===== src/design/fopg_pkg.sv =====
// Constants, field layout and carrier types of the fast overcurrent guard.
// Assumes a 200 MHz core clock and a classic Wishbone register bus.
package fopg_pkg;

    // Clock and debounce timing
    localparam int CLK_PERIOD_NS = 5;
    localparam int TICK_NS = 40;
    localparam int TICK_CYC = (TICK_NS + CLK_PERIOD_NS - 1) / CLK_PERIOD_NS;
    localparam logic [2:0] TICK_LAST = 3'(TICK_CYC - 1);

    // Register indices; byte address is four times the index
    localparam logic [9:0] IDX_SEC_VALUE = 10'h018;
    localparam logic [9:0] IDX_SEC_LIMIT = 10'h026;
    localparam logic [9:0] IDX_FAST_SET = 10'h027;
    localparam logic [9:0] IDX_IRQ_STATUS = 10'h040;
    localparam logic [9:0] IDX_IRQ_MASK = 10'h041;

    // Reset values
    localparam logic [7:0] FAST_SET_RST = 8'h00;
    localparam logic [7:0] SEC_LIMIT_RST = 8'hFE;
    localparam logic [7:0] SEC_LIMIT_MAX = 8'hFE;
    localparam logic [2:0] IRQ_MASK_RST = 3'h0;

    // Field positions of the fast overcurrent setting
    localparam int DEB_HI = 7;
    localparam int DEB_LO = 6;
    localparam int VSB_BIT = 5;
    localparam int BYP_BIT = 4;
    localparam int CCM_BIT = 3;

    // Event bits of status and mask
    localparam int EV_FAST = 0;
    localparam int EV_SEC = 1;
    localparam int EV_CC = 2;
    localparam int NUM_EV = 3;

    // Constant current level as a fraction of the secondary limit
    localparam logic [11:0] CC_NUM = 12'h009;
    localparam logic [11:0] CC_DEN = 12'h00A;

    // PWM legs
    localparam int NUM_PWM = 4;
    localparam int LEG_B = 1;
    localparam int LEG_D = 3;

    // Wishbone request and response
    typedef struct packed {
        logic cyc;
        logic stb;
        logic we;
        logic [11:0] adr;
        logic [3:0] sel;
        logic [31:0] dat;
    } fopg_wb_req_t;

    typedef struct packed {
        logic ack;
        logic [31:0] dat;
    } fopg_wb_rsp_t;

    // Debounce qualifier states
    typedef enum logic [1:0] {
        DEB_IDLE = 2'b00,
        DEB_COUNT = 2'b01,
        DEB_QUAL = 2'b11
    } fopg_deb_state_t;

endpackage


===== src/design/fopg_guard.sv =====
// Fast overcurrent guard: debounced trip, PWM blanking, constant current
// and secondary overcurrent flags, with a Wishbone register file.
// Assumes a one-cycle cycle_start_i pulse from the PWM generator.
//
// Functional notes
// - Debounce code selects 0, 40, 80, 120 ns.
// - Trip needs unbroken high for debounce time.
// - Trip blanks all PWM for cycle remainder.
// - Balance bit adds modulation on legs B, D.
// - Bypass bit takes trip from external flag.
// - Constant current mode 10% below secondary limit.
// - Secondary flag when value exceeds limit; max 254.
// - PWM resumes at next switching cycle start.
//
// Implementation choice: register access over Wishbone.
module fopg_guard (
    // Clock and reset
    input wire logic clk_i,
    input wire logic rst_i,
    // Wishbone slave
    input wire fopg_pkg::fopg_wb_req_t wb_req_i,
    output fopg_pkg::fopg_wb_rsp_t wb_rsp_o,
    // Sense inputs
    input wire logic primary_current_sense_i,
    input wire logic external_flag_input_i,
    input wire logic [7:0] secondary_current_value_i,
    // PWM generator side
    input wire logic cycle_start_i,
    input wire logic [fopg_pkg::NUM_PWM-1:0] pwm_i,
    input wire logic [1:0] vs_trim_i,
    // Outputs
    output logic [fopg_pkg::NUM_PWM-1:0] pwm_o,
    output logic fast_blank_o,
    output logic secondary_ocp_o,
    output logic cc_active_o,
    output logic irq_o
);

    typedef struct packed {
        logic ack;
        logic [31:0] rdat;
        logic [7:0] fast_set;
        logic [7:0] sec_limit;
        logic [7:0] sec_val;
        logic [fopg_pkg::NUM_EV-1:0] status;
        logic [fopg_pkg::NUM_EV-1:0] mask;
        logic qual_prev;
        logic cc_prev;
        logic blank;
        logic [fopg_pkg::NUM_PWM-1:0] pwm;
        logic sec_ocp;
        logic cc_active;
        logic irq;
    } fopg_guard_state_t;

    localparam fopg_guard_state_t STATE_RST = '{
        ack: 1'b0,
        rdat: 32'h0000_0000,
        fast_set: fopg_pkg::FAST_SET_RST,
        sec_limit: fopg_pkg::SEC_LIMIT_RST,
        sec_val: 8'h00,
        status: 3'h0,
        mask: fopg_pkg::IRQ_MASK_RST,
        qual_prev: 1'b0,
        cc_prev: 1'b0,
        blank: 1'b0,
        pwm: 4'h0,
        sec_ocp: 1'b0,
        cc_active: 1'b0,
        irq: 1'b0
    };

    fopg_guard_state_t q, d;

    logic [1:0] pins_s;
    logic primary_s;
    logic ext_flag_s;
    logic src_level;
    logic qual;

    // Pin synchronisers
    fopg_sync #(.W(2)) u_sync (
        .clk_i(clk_i),
        .rst_i(rst_i),
        .async_i({external_flag_input_i, primary_current_sense_i}),
        .sync_o(pins_s)
    );

    assign primary_s = pins_s[0];
    assign ext_flag_s = pins_s[1];

    // Trip source select
    assign src_level = q.fast_set[fopg_pkg::BYP_BIT] ? ext_flag_s : primary_s;

    // Debounce qualifier
    fopg_debounce u_deb (
        .clk_i(clk_i),
        .rst_i(rst_i),
        .level_i(src_level),
        .sel_i(q.fast_set[fopg_pkg::DEB_HI:fopg_pkg::DEB_LO]),
        .qual_o(qual)
    );

    logic req;
    logic wr;
    logic [9:0] idx;
    logic [11:0] cc_thr;
    logic sec_over;
    logic cc_on;
    logic [fopg_pkg::NUM_EV-1:0] ev;
    logic [fopg_pkg::NUM_EV-1:0] w1c;
    logic [fopg_pkg::NUM_PWM-1:0] shaped;

    // Next state of the whole block
    always_comb begin
        d = q;
        req = wb_req_i.cyc & wb_req_i.stb & ~q.ack;
        wr = req & wb_req_i.we & wb_req_i.sel[0];
        idx = wb_req_i.adr[11:2];
        w1c = '0;

        // Bus answer, one cycle after the request
        d.ack = req;
        d.rdat = 32'h0000_0000;
        if (req && !wb_req_i.we) begin
            case (idx)
                fopg_pkg::IDX_SEC_VALUE: d.rdat = {24'h000000, q.sec_val};
                fopg_pkg::IDX_SEC_LIMIT: d.rdat = {24'h000000, q.sec_limit};
                fopg_pkg::IDX_FAST_SET: d.rdat = {24'h000000, q.fast_set};
                fopg_pkg::IDX_IRQ_STATUS: d.rdat = {29'h0000000, q.status};
                fopg_pkg::IDX_IRQ_MASK: d.rdat = {29'h0000000, q.mask};
                default: d.rdat = 32'h0000_0000;
            endcase
        end

        // Register writes
        if (wr) begin
            case (idx)
                fopg_pkg::IDX_SEC_LIMIT: begin
                    // Forbidden 255 is held at the maximum
                    if (wb_req_i.dat[7:0] > fopg_pkg::SEC_LIMIT_MAX) begin
                        d.sec_limit = fopg_pkg::SEC_LIMIT_MAX;
                    end else begin
                        d.sec_limit = wb_req_i.dat[7:0];
                    end
                end
                fopg_pkg::IDX_FAST_SET: d.fast_set = wb_req_i.dat[7:0];
                fopg_pkg::IDX_IRQ_STATUS: w1c = wb_req_i.dat[fopg_pkg::NUM_EV-1:0];
                fopg_pkg::IDX_IRQ_MASK: d.mask = wb_req_i.dat[fopg_pkg::NUM_EV-1:0];
                default: d.mask = q.mask;
            endcase
        end

        // Secondary comparisons
        d.sec_val = secondary_current_value_i;
        sec_over = q.sec_val > q.sec_limit;
        cc_thr = (12'(q.sec_limit) * fopg_pkg::CC_NUM) / fopg_pkg::CC_DEN;
        cc_on = q.fast_set[fopg_pkg::CCM_BIT] && (12'(q.sec_val) > cc_thr);
        d.sec_ocp = sec_over;
        d.cc_active = cc_on;
        d.cc_prev = cc_on;
        d.qual_prev = qual;

        // Blanking: trip wins over a cycle start in the same clock
        if (qual) begin
            d.blank = 1'b1;
        end else if (cycle_start_i) begin
            d.blank = 1'b0;
        end

        // Balance modulation trims legs B and D
        shaped = pwm_i;
        if (q.fast_set[fopg_pkg::VSB_BIT]) begin
            shaped[fopg_pkg::LEG_B] = pwm_i[fopg_pkg::LEG_B] & ~vs_trim_i[0];
            shaped[fopg_pkg::LEG_D] = pwm_i[fopg_pkg::LEG_D] & ~vs_trim_i[1];
        end
        d.pwm = d.blank ? '0 : shaped;

        // Sticky events, set wins over clear
        ev = '0;
        ev[fopg_pkg::EV_FAST] = qual & ~q.qual_prev;
        ev[fopg_pkg::EV_SEC] = sec_over;
        ev[fopg_pkg::EV_CC] = cc_on & ~q.cc_prev;
        d.status = (q.status & ~w1c) | ev;
        d.irq = |(d.status & d.mask);
    end

    // State register
    always_ff @(posedge clk_i) begin
        if (rst_i) begin
            q <= STATE_RST;
        end else begin
            q <= d;
        end
    end

    // Outputs straight from flops
    assign wb_rsp_o = '{ack: q.ack, dat: q.rdat};
    assign pwm_o = q.pwm;
    assign fast_blank_o = q.blank;
    assign secondary_ocp_o = q.sec_ocp;
    assign cc_active_o = q.cc_active;
    assign irq_o = q.irq;
endmodule


===== src/design/fopg_sync.sv =====
// Three-stage synchroniser for asynchronous pins.
// Assumes inputs change slowly against the 200 MHz clock.
module fopg_sync #(
    parameter int W = 2
) (
    // Clock and reset
    input wire logic clk_i,
    input wire logic rst_i,
    // Pins and result
    input wire logic [W-1:0] async_i,
    output logic [W-1:0] sync_o
);

    typedef struct packed {
        logic [W-1:0] s1;
        logic [W-1:0] s2;
        logic [W-1:0] s3;
        logic [W-1:0] out;
    } fopg_sync_state_t;

    fopg_sync_state_t q, d;
    logic [W-1:0] agree;

    // Output follows only when stages two and three agree
    for (genvar i = 0; i < W; i++) begin : g_bit
        assign agree[i] = (q.s2[i] == q.s3[i]) ? q.s3[i] : q.out[i];
    end

    // Shift chain
    always_comb begin
        d = q;
        d.s1 = async_i;
        d.s2 = q.s1;
        d.s3 = q.s2;
        d.out = agree;
    end

    // State register
    always_ff @(posedge clk_i) begin
        if (rst_i) begin
            q <= '0;
        end else begin
            q <= d;
        end
    end

    assign sync_o = q.out;

endmodule


===== src/design/fopg_debounce.sv =====
// Debounce qualifier for the selected fast overcurrent source.
// Assumes a synchronised level input and a stable select code.
module fopg_debounce (
    // Clock and reset
    input wire logic clk_i,
    input wire logic rst_i,
    // Source level and debounce code
    input wire logic level_i,
    input wire logic [1:0] sel_i,
    // Qualified trip level
    output logic qual_o
);

    typedef struct packed {
        fopg_pkg::fopg_deb_state_t st;
        logic [2:0] pre;
        logic [1:0] ticks;
    } fopg_deb_q_t;

    fopg_deb_q_t q, d;
    logic [7:0] run_q;

    // Count 40 ns ticks of unbroken high level
    always_comb begin
        d = q;
        if (!level_i) begin
            d = '{st: fopg_pkg::DEB_IDLE, pre: 3'h0, ticks: 2'h0};
        end else begin
            case (q.st)
                fopg_pkg::DEB_IDLE: begin
                    d.st = (sel_i == 2'h0) ? fopg_pkg::DEB_QUAL : fopg_pkg::DEB_COUNT;
                end
                fopg_pkg::DEB_COUNT: begin
                    d.pre = q.pre + 3'h1;
                    if (q.pre == fopg_pkg::TICK_LAST) begin
                        d.pre = 3'h0;
                        d.ticks = q.ticks + 2'h1;
                        if (q.ticks + 2'h1 == sel_i) begin
                            d.st = fopg_pkg::DEB_QUAL;
                        end
                    end
                end
                fopg_pkg::DEB_QUAL: d.st = fopg_pkg::DEB_QUAL;
                default: d.st = fopg_pkg::DEB_IDLE;
            endcase
        end
    end

    // State register
    always_ff @(posedge clk_i) begin
        if (rst_i) begin
            q <= '{st: fopg_pkg::DEB_IDLE, pre: 3'h0, ticks: 2'h0};
        end else begin
            q <= d;
        end
    end

    assign qual_o = (q.st == fopg_pkg::DEB_QUAL);

    // Helper: run length of the high level
    always_ff @(posedge clk_i) begin
        if (rst_i || !level_i) begin
            run_q <= 8'h00;
        end else if (run_q != 8'hFF) begin
            run_q <= run_q + 8'h01;
        end
    end
endmodule


===== config.mk =====
export PLATFORM = sky130hd
export DESIGN_NAME = fopg_guard
export DESIGN_NICKNAME = d
export VERILOG_FILES = /design/src/design/fopg_pkg.sv /design/src/design/fopg_guard.sv /design/src/design/fopg_sync.sv /design/src/design/fopg_debounce.sv
export SDC_FILE = /design/constraint.sdc
export NUM_CORES = 1
export LEC_CHECK = 0
export BUFFER_PORTS_ARGS = -buffer_cell sky130_fd_sc_hd__buf_2
export CAP_MARGIN = 20
export CORE_MARGIN = 4
export CORE_UTILIZATION = 30
export DETAILED_ROUTE_END_ITERATION = 7
export GPL_ROUTABILITY_DRIVEN = 0
export GPL_TIMING_DRIVEN = 1
export HOLD_SLACK_MARGIN = 0.05
export SLEW_MARGIN = 30
export SYNTH_ARGS = -nofsm -noshare
export SYNTH_HDL_FRONTEND = slang
export SYNTH_SLANG_ARGS = --single-unit

===== constraint.sdc =====
create_clock -name clk_i -period 6.3 [get_ports clk_i]
set_input_delay 0.63 -clock clk_i [delete_from_list [all_inputs] [get_ports clk_i]]
set_output_delay 0.63 -clock clk_i [all_outputs]
set_load 0.01 [all_outputs]

# == Word-level counts from Yosys, hierarchy flattened ==
# Index checks and enable logic that the tools add are counted.
# W data, S select, Z words.
# op_classes
add_sub_neg,2
multipliers,1
div,1
order_cmp,3
eq_ne,13
muxes,15
n_bitwise,19
reduce_logical,13
# op_table
cell,count
$pmux W8 S5,1
$eq A10 B6 Y1 const B,2
$eq A10 B7 Y1 const B,2
$div A12 B4 Y12 const B,1
$gt A8 B12 Y1,1
$mul A8 B4 Y12 const B,1
$mux W3,4
$eq A10 B5 Y1 const B,1
$and A1 B1 Y1,8
$gt A8 B8 Y1,1
$gt A8 B8 Y1 const B,1
$mux W8,1
$reduce_and A2 Y1,4
$mux W7,1
$not A1 Y1,7
$and A3 B3 Y3,2
$pmux W2 S3,1
$reduce_or A2 Y1,3
$mux W1,5
$logic_not A2 Y1,2
$mux W2,2
$ne A2 B1 Y1 const B,2
$add A3 B1 Y3 const B,1
$eq A3 B3 Y1 const B,1
10 further kinds,12
# word_totals
reg_bits,87
inputBits,70
output_inout_bits,41
elab_cells,88

# == Depth between registers and ports, before layout ==
# logic_depth
ltp_word,10
depth_mapped,31
depth_no_buf,29

# == Cells and area by module ==
# Synthesis repeated with hierarchy kept, for this count alone.
# hier_totals
cells_unflattened,542
area_unflattened_um2,4518.1
# modules_own_cells
mod,instances,cells_per_inst,area_per_inst_um2,seq_area_each_um2
fopg_guard,1,485,3931.3,960.9
fopg_debounce,1,35,344.1,140.1
fopg_sync,1,22,242.7,160.2

# == Worst setup path before layout ==
# Ideal clock, no wire load.
# synth_path
path_kind,register to register
start,reg q[25] in the netlist's numbering
end,reg q (netlist bit irq_o)
setup_time_ns,0.131
t_arrival_ns,5.571
t_required_ns,6.169
slack_ns,0.599
stages_incl_launch_ff,31
n_path_buf,1
synth_period_minus_slack_ns,5.701
path_cell_list,dfxtp_1 -> ha_1 -> ha_1 -> fa_1 -> a21o_4 -> o41a_1 -> or3_1 -> o32ai_2 -> or2_1 -> buf_6 -> nor3_2 -> or4_1 -> o211a_1 -> a41o_1 -> o31ai_2 -> a2111o_1 -> nand3_1 -> maj3_2 -> o22ai_2 -> ha_1 -> nor2b_1 -> o21ai_0 -> nand2b_1 -> a21oi_1 -> o21ai_0 -> o2111ai_1 -> nor2_1 -> a21oi_1 -> inv_1 -> a21oi_1 -> o31ai_1
# synth_via
elab_chain_cells,8
elab_cells_between_ends,9
classes_between,mul: 1; div: 1; order compare: 2; bitwise: 3; reduce/logical: 2
# synth_lines
item,line_no,source
"start, declared",fopg_guard.sv:73,"fopg_guard_state_t q, d;"
"start signal, assigned",fopg_guard.sv:191,q <= STATE_RST;
"start signal, assigned",fopg_guard.sv:193,q <= d;
$mul A8 B4 Y12,fopg_guard.sv:157,cc_thr = (12'(q.sec_limit) * fopg_pkg::CC_NUM) / fopg_pkg::CC_DEN;
$div A12 B4 Y12,fopg_guard.sv:157,
$gt A8 B12 Y1,fopg_guard.sv:158,cc_on = q.fast_set[fopg_pkg::CCM_BIT] && (12'(q.sec_val) > cc_thr);
$logic_and A1 B1 Y1,fopg_guard.sv:158,
$and A1 B1 Y1,fopg_guard.sv:183,ev[fopg_pkg::EV_CC] = cc_on & ~q.cc_prev;
$or A3 B3 Y3 (*),fopg_guard.sv:184,d.status = (q.status & ~w1c) | ev;
$and A3 B3 Y3 (*),fopg_guard.sv:185,d.irq = |(d.status & d.mask);
$reduce_or A3 Y1 (*),fopg_guard.sv:185,
# Mark *: on every way between the ends. The rest lies on a longest branch, timed or not.
# A chain may end at the register's enable or synchronous reset.

# == Final worst setup path ==
# Ends and elaborated chain as after synthesis.

==> out/results.txt <==
Status - finished clean
Number of global-route vias before repair - 3937
Post-synthesis register bit count - 63
DP Cell Count - 786
Clock root cell - clkbuf_16
Worst clock skew - 0.0103 ns
Hold Vio Cnt, Final - 0
Critical setup path kind - reg2reg
Final wirelength - 11.8 mm
H-tree depth - 3
Synth Flop Type - dfxtp_1
Max clock buf depth - 2
Setup crit end - irq_o
Placement row count - 44
Seq/Total Area, Yosys - 28.3%
Nature of the critical path endpoint - register
Core ar. - 0.0145 mm2
Clock slew at the register clock pins of the worst setup and hold paths - 0.06 ns
Clock tree sinks - 63
Max_slew headroom - 41.1%
Num CTS Buffers - 9
Post-synth top area cell - dfxtp_1
Post-synthesis cell type count - 73
1st-pass router iterations - 5
Ranking of synthesized cells by area - dfxtp_1 28%, ha_1 7.9%, buf_4 6.2%
Iter 0 DRT Violations - 258
Fmax - 167 MHz
Post-synth EDFFs - 0
CTS tree - built
Initial antenna violation count - 1
Final instance area - 0.00526 mm2
Post-Syn Area - 0.00446 mm2
First-pass GRT wire length - 18.8 mm
Most frequent cell after synthesis - nor2_1
Gr usage total - 13.5%
Worst hold path class - reg2reg
Fin crit share - 95.0%
Dpl cell area - 0.00483 mm2
WL/cell - 14.7 um
Worst Path Max Fanout - 7
GRT overflow - 0
Gate Count Post-Synth - 564
Drt drc - 0
Synth warn - 0
Crit path DAT - 6.17 ns
Final cell count without fillers - 803
Die Footprint - 0.0169 mm2
Async set or reset register ratio after synthesis - 0%
Total power - 0.956 mW
Type of origin of the critical path - register
Flop-to-flop setup slack - 0.32 ns
Final net count - 713
R2R depth - 29
Initial Util - 30.7%
Die Y - 130 um
# diodes - 0
Post-synth top area share - 28.3%
Dpl hpwl - 8.89 mm
CP startpoint - q[25]
CTS Hold Bufs - 0
Die X - 130 um
Antenna Nets Post-Route - 0
Hold path startpoint - u_sync.d[5]
Leakage - 2.29 nW
Power Density - 182 mW/mm2
Most frequent cells after synthesis - 66 x nor2_1, 63 x dfxtp_1, 44 x a21oi_1
Slew @ Worst Pin - 0.884 ns
Worst path max stage delay - 0.54 ns
Share of cells above drive strength 1 - 22.3%
Vias/cell - 5.21
Via count - 4183
# IOs - 111
R2R Path End - irq_o
Crit-path slowest cell - or4_1
IO Port Bufs - 57
Final setup violation count - 0
Synthesized area per cell - 7.90 um2
Reg2reg start - q[25]
Worst IR drop on VDD - 0.000147 V
Max-slew violations - 0
Worst-Skew Late Latency - 0.33 ns
Min Tclk post-route - 5.98 ns
Req. time, crit path - 6.48 ns
Largest net degree at the start of global routing - 48
MaxCap Viol Count - 0
Synth-to-layout area growth - 18.1%
Core Util, Final - 36.2%
## layout make-up
| type | count | area, um2 |
|---|---|---|
| clock buffer | 9 | 225 |
| inverter | 18 | 67.6 |
| tap | 184 | 230 |
| fill | 1541 | 9270 |
| multi-input combinational | 439 | 2920 |
| timing repair buffer | 83 | 480 |
| sequential | 63 | 1260 |
| clock inverter | 7 | 80.1 |
## layer usage
| layer | GRT usage [%] | routed length [um] | vias up |
|---|---|---|---|
| li1 | - | - | 2079 |
| met1 | 17.9 | 5290 | 1975 |
| met2 | 22.3 | 5750 | 108 |
| met3 | 3.40 | 581 | 19 |
| met4 | 3.24 | 191 | 2 |
| met5 | 0 | 12 | - |
## flip-flops by register name (all words and copies together) (netlist names)
signal and cells:
secondary_ocp_o 1, u_sync.sync_o 2, u_deb.q 7, u_sync.d 4
pwm_o 4, q 31, cc_active_o 1, u_sync.q 2
fast_blank_o 1, irq_o 1, wb_rsp_o 9
## worst max-delay path, delay by kind of cell, from the launching register on
kind / cells / cell delay (ns)
adders and majority gates: 5 / 1.40
buffers and inverters: 1 / 0.06
AOI/OAI and AO/OA: 15 / 2.69
and+or+nand+nor: 8 / 1.37
DFF: 1 / 0.32
## worst min-delay path by stage
stage,endpoint,depth (start not counted)
2_1_floorplan,u_sync.d[2],1
3_3_place_gp,u_sync.d[3],1
3_5_place_dp,u_sync.d[2],1
4_1_cts,u_sync.d[2],1
5_1_grt,u_sync.d[3],1
6_report,u_sync.d[3],1
## cells by family (layout without fill, tap and decap cells)
family / count (synthesis) / after routing / share of synthesized area [%]
XOR/XNOR: 8 / 8 / 1.57
adder cells (fa/ha/maj): 32 / 32 / 9.01
AO/OA/AOI/OAI: 150 / 150 / 23.9
other: 1 / 24 / 0.0841
AND/OR/NAND/NOR: 210 / 210 / 22.9
flip-flops: 63 / 63 / 28.3
buffers and inverters: 85 / 117 / 10.8
multiplexers: 15 / 15 / 3.40
## report_power, final
part / switching (mW) / internal (mW)
clock network: 0.188 / 0.310
logic: 0.0303 / 0.0192
registers: 0.00413 / 0.405
total: 0.223 / 0.734
## timing repair
item                                    4_1_cts  5_1_grt
endpoints found under the setup margin        0        3
resized for setup                             0       28
setup buffers                                 0        1
## placed cells by master, fill, tap and decap left out, types with 7 or more instances in the layout
master     Yosys  final
nand3_1       24     24
a21oi_1       44     42
ha_1          28     27
conb_1         1     24
nor2b_1       19     19
dfxtp_1       63     62
buf_2          5     57
a211o_1        7      7
nand2_1       41     40
nor2_1        66     64
mux2i_1       14     14
inv_1         18     18
nor3_1        16     15
a22oi_1       11     11
o21ai_0       25     22
clkbuf_16      0      9
buf_4         37     26
## per-stage QoR
stage / hold slack (ns) / TNS (ns) / setup WS, ns
6_report: 0.442 / 0 / 0.315
5_1_grt: 0.470 / -0.0574 / -0.0574
4_1_cts: 0.446 / 0 / 0.0247
3_5_place_dp: 0.429 / 0 / 0.0556
3_3_place_gp: 0.420 / 0 / 0.145
2_1_floorplan: 0.414 / 0 / 0.599
(Power assumes the default switching activity.)
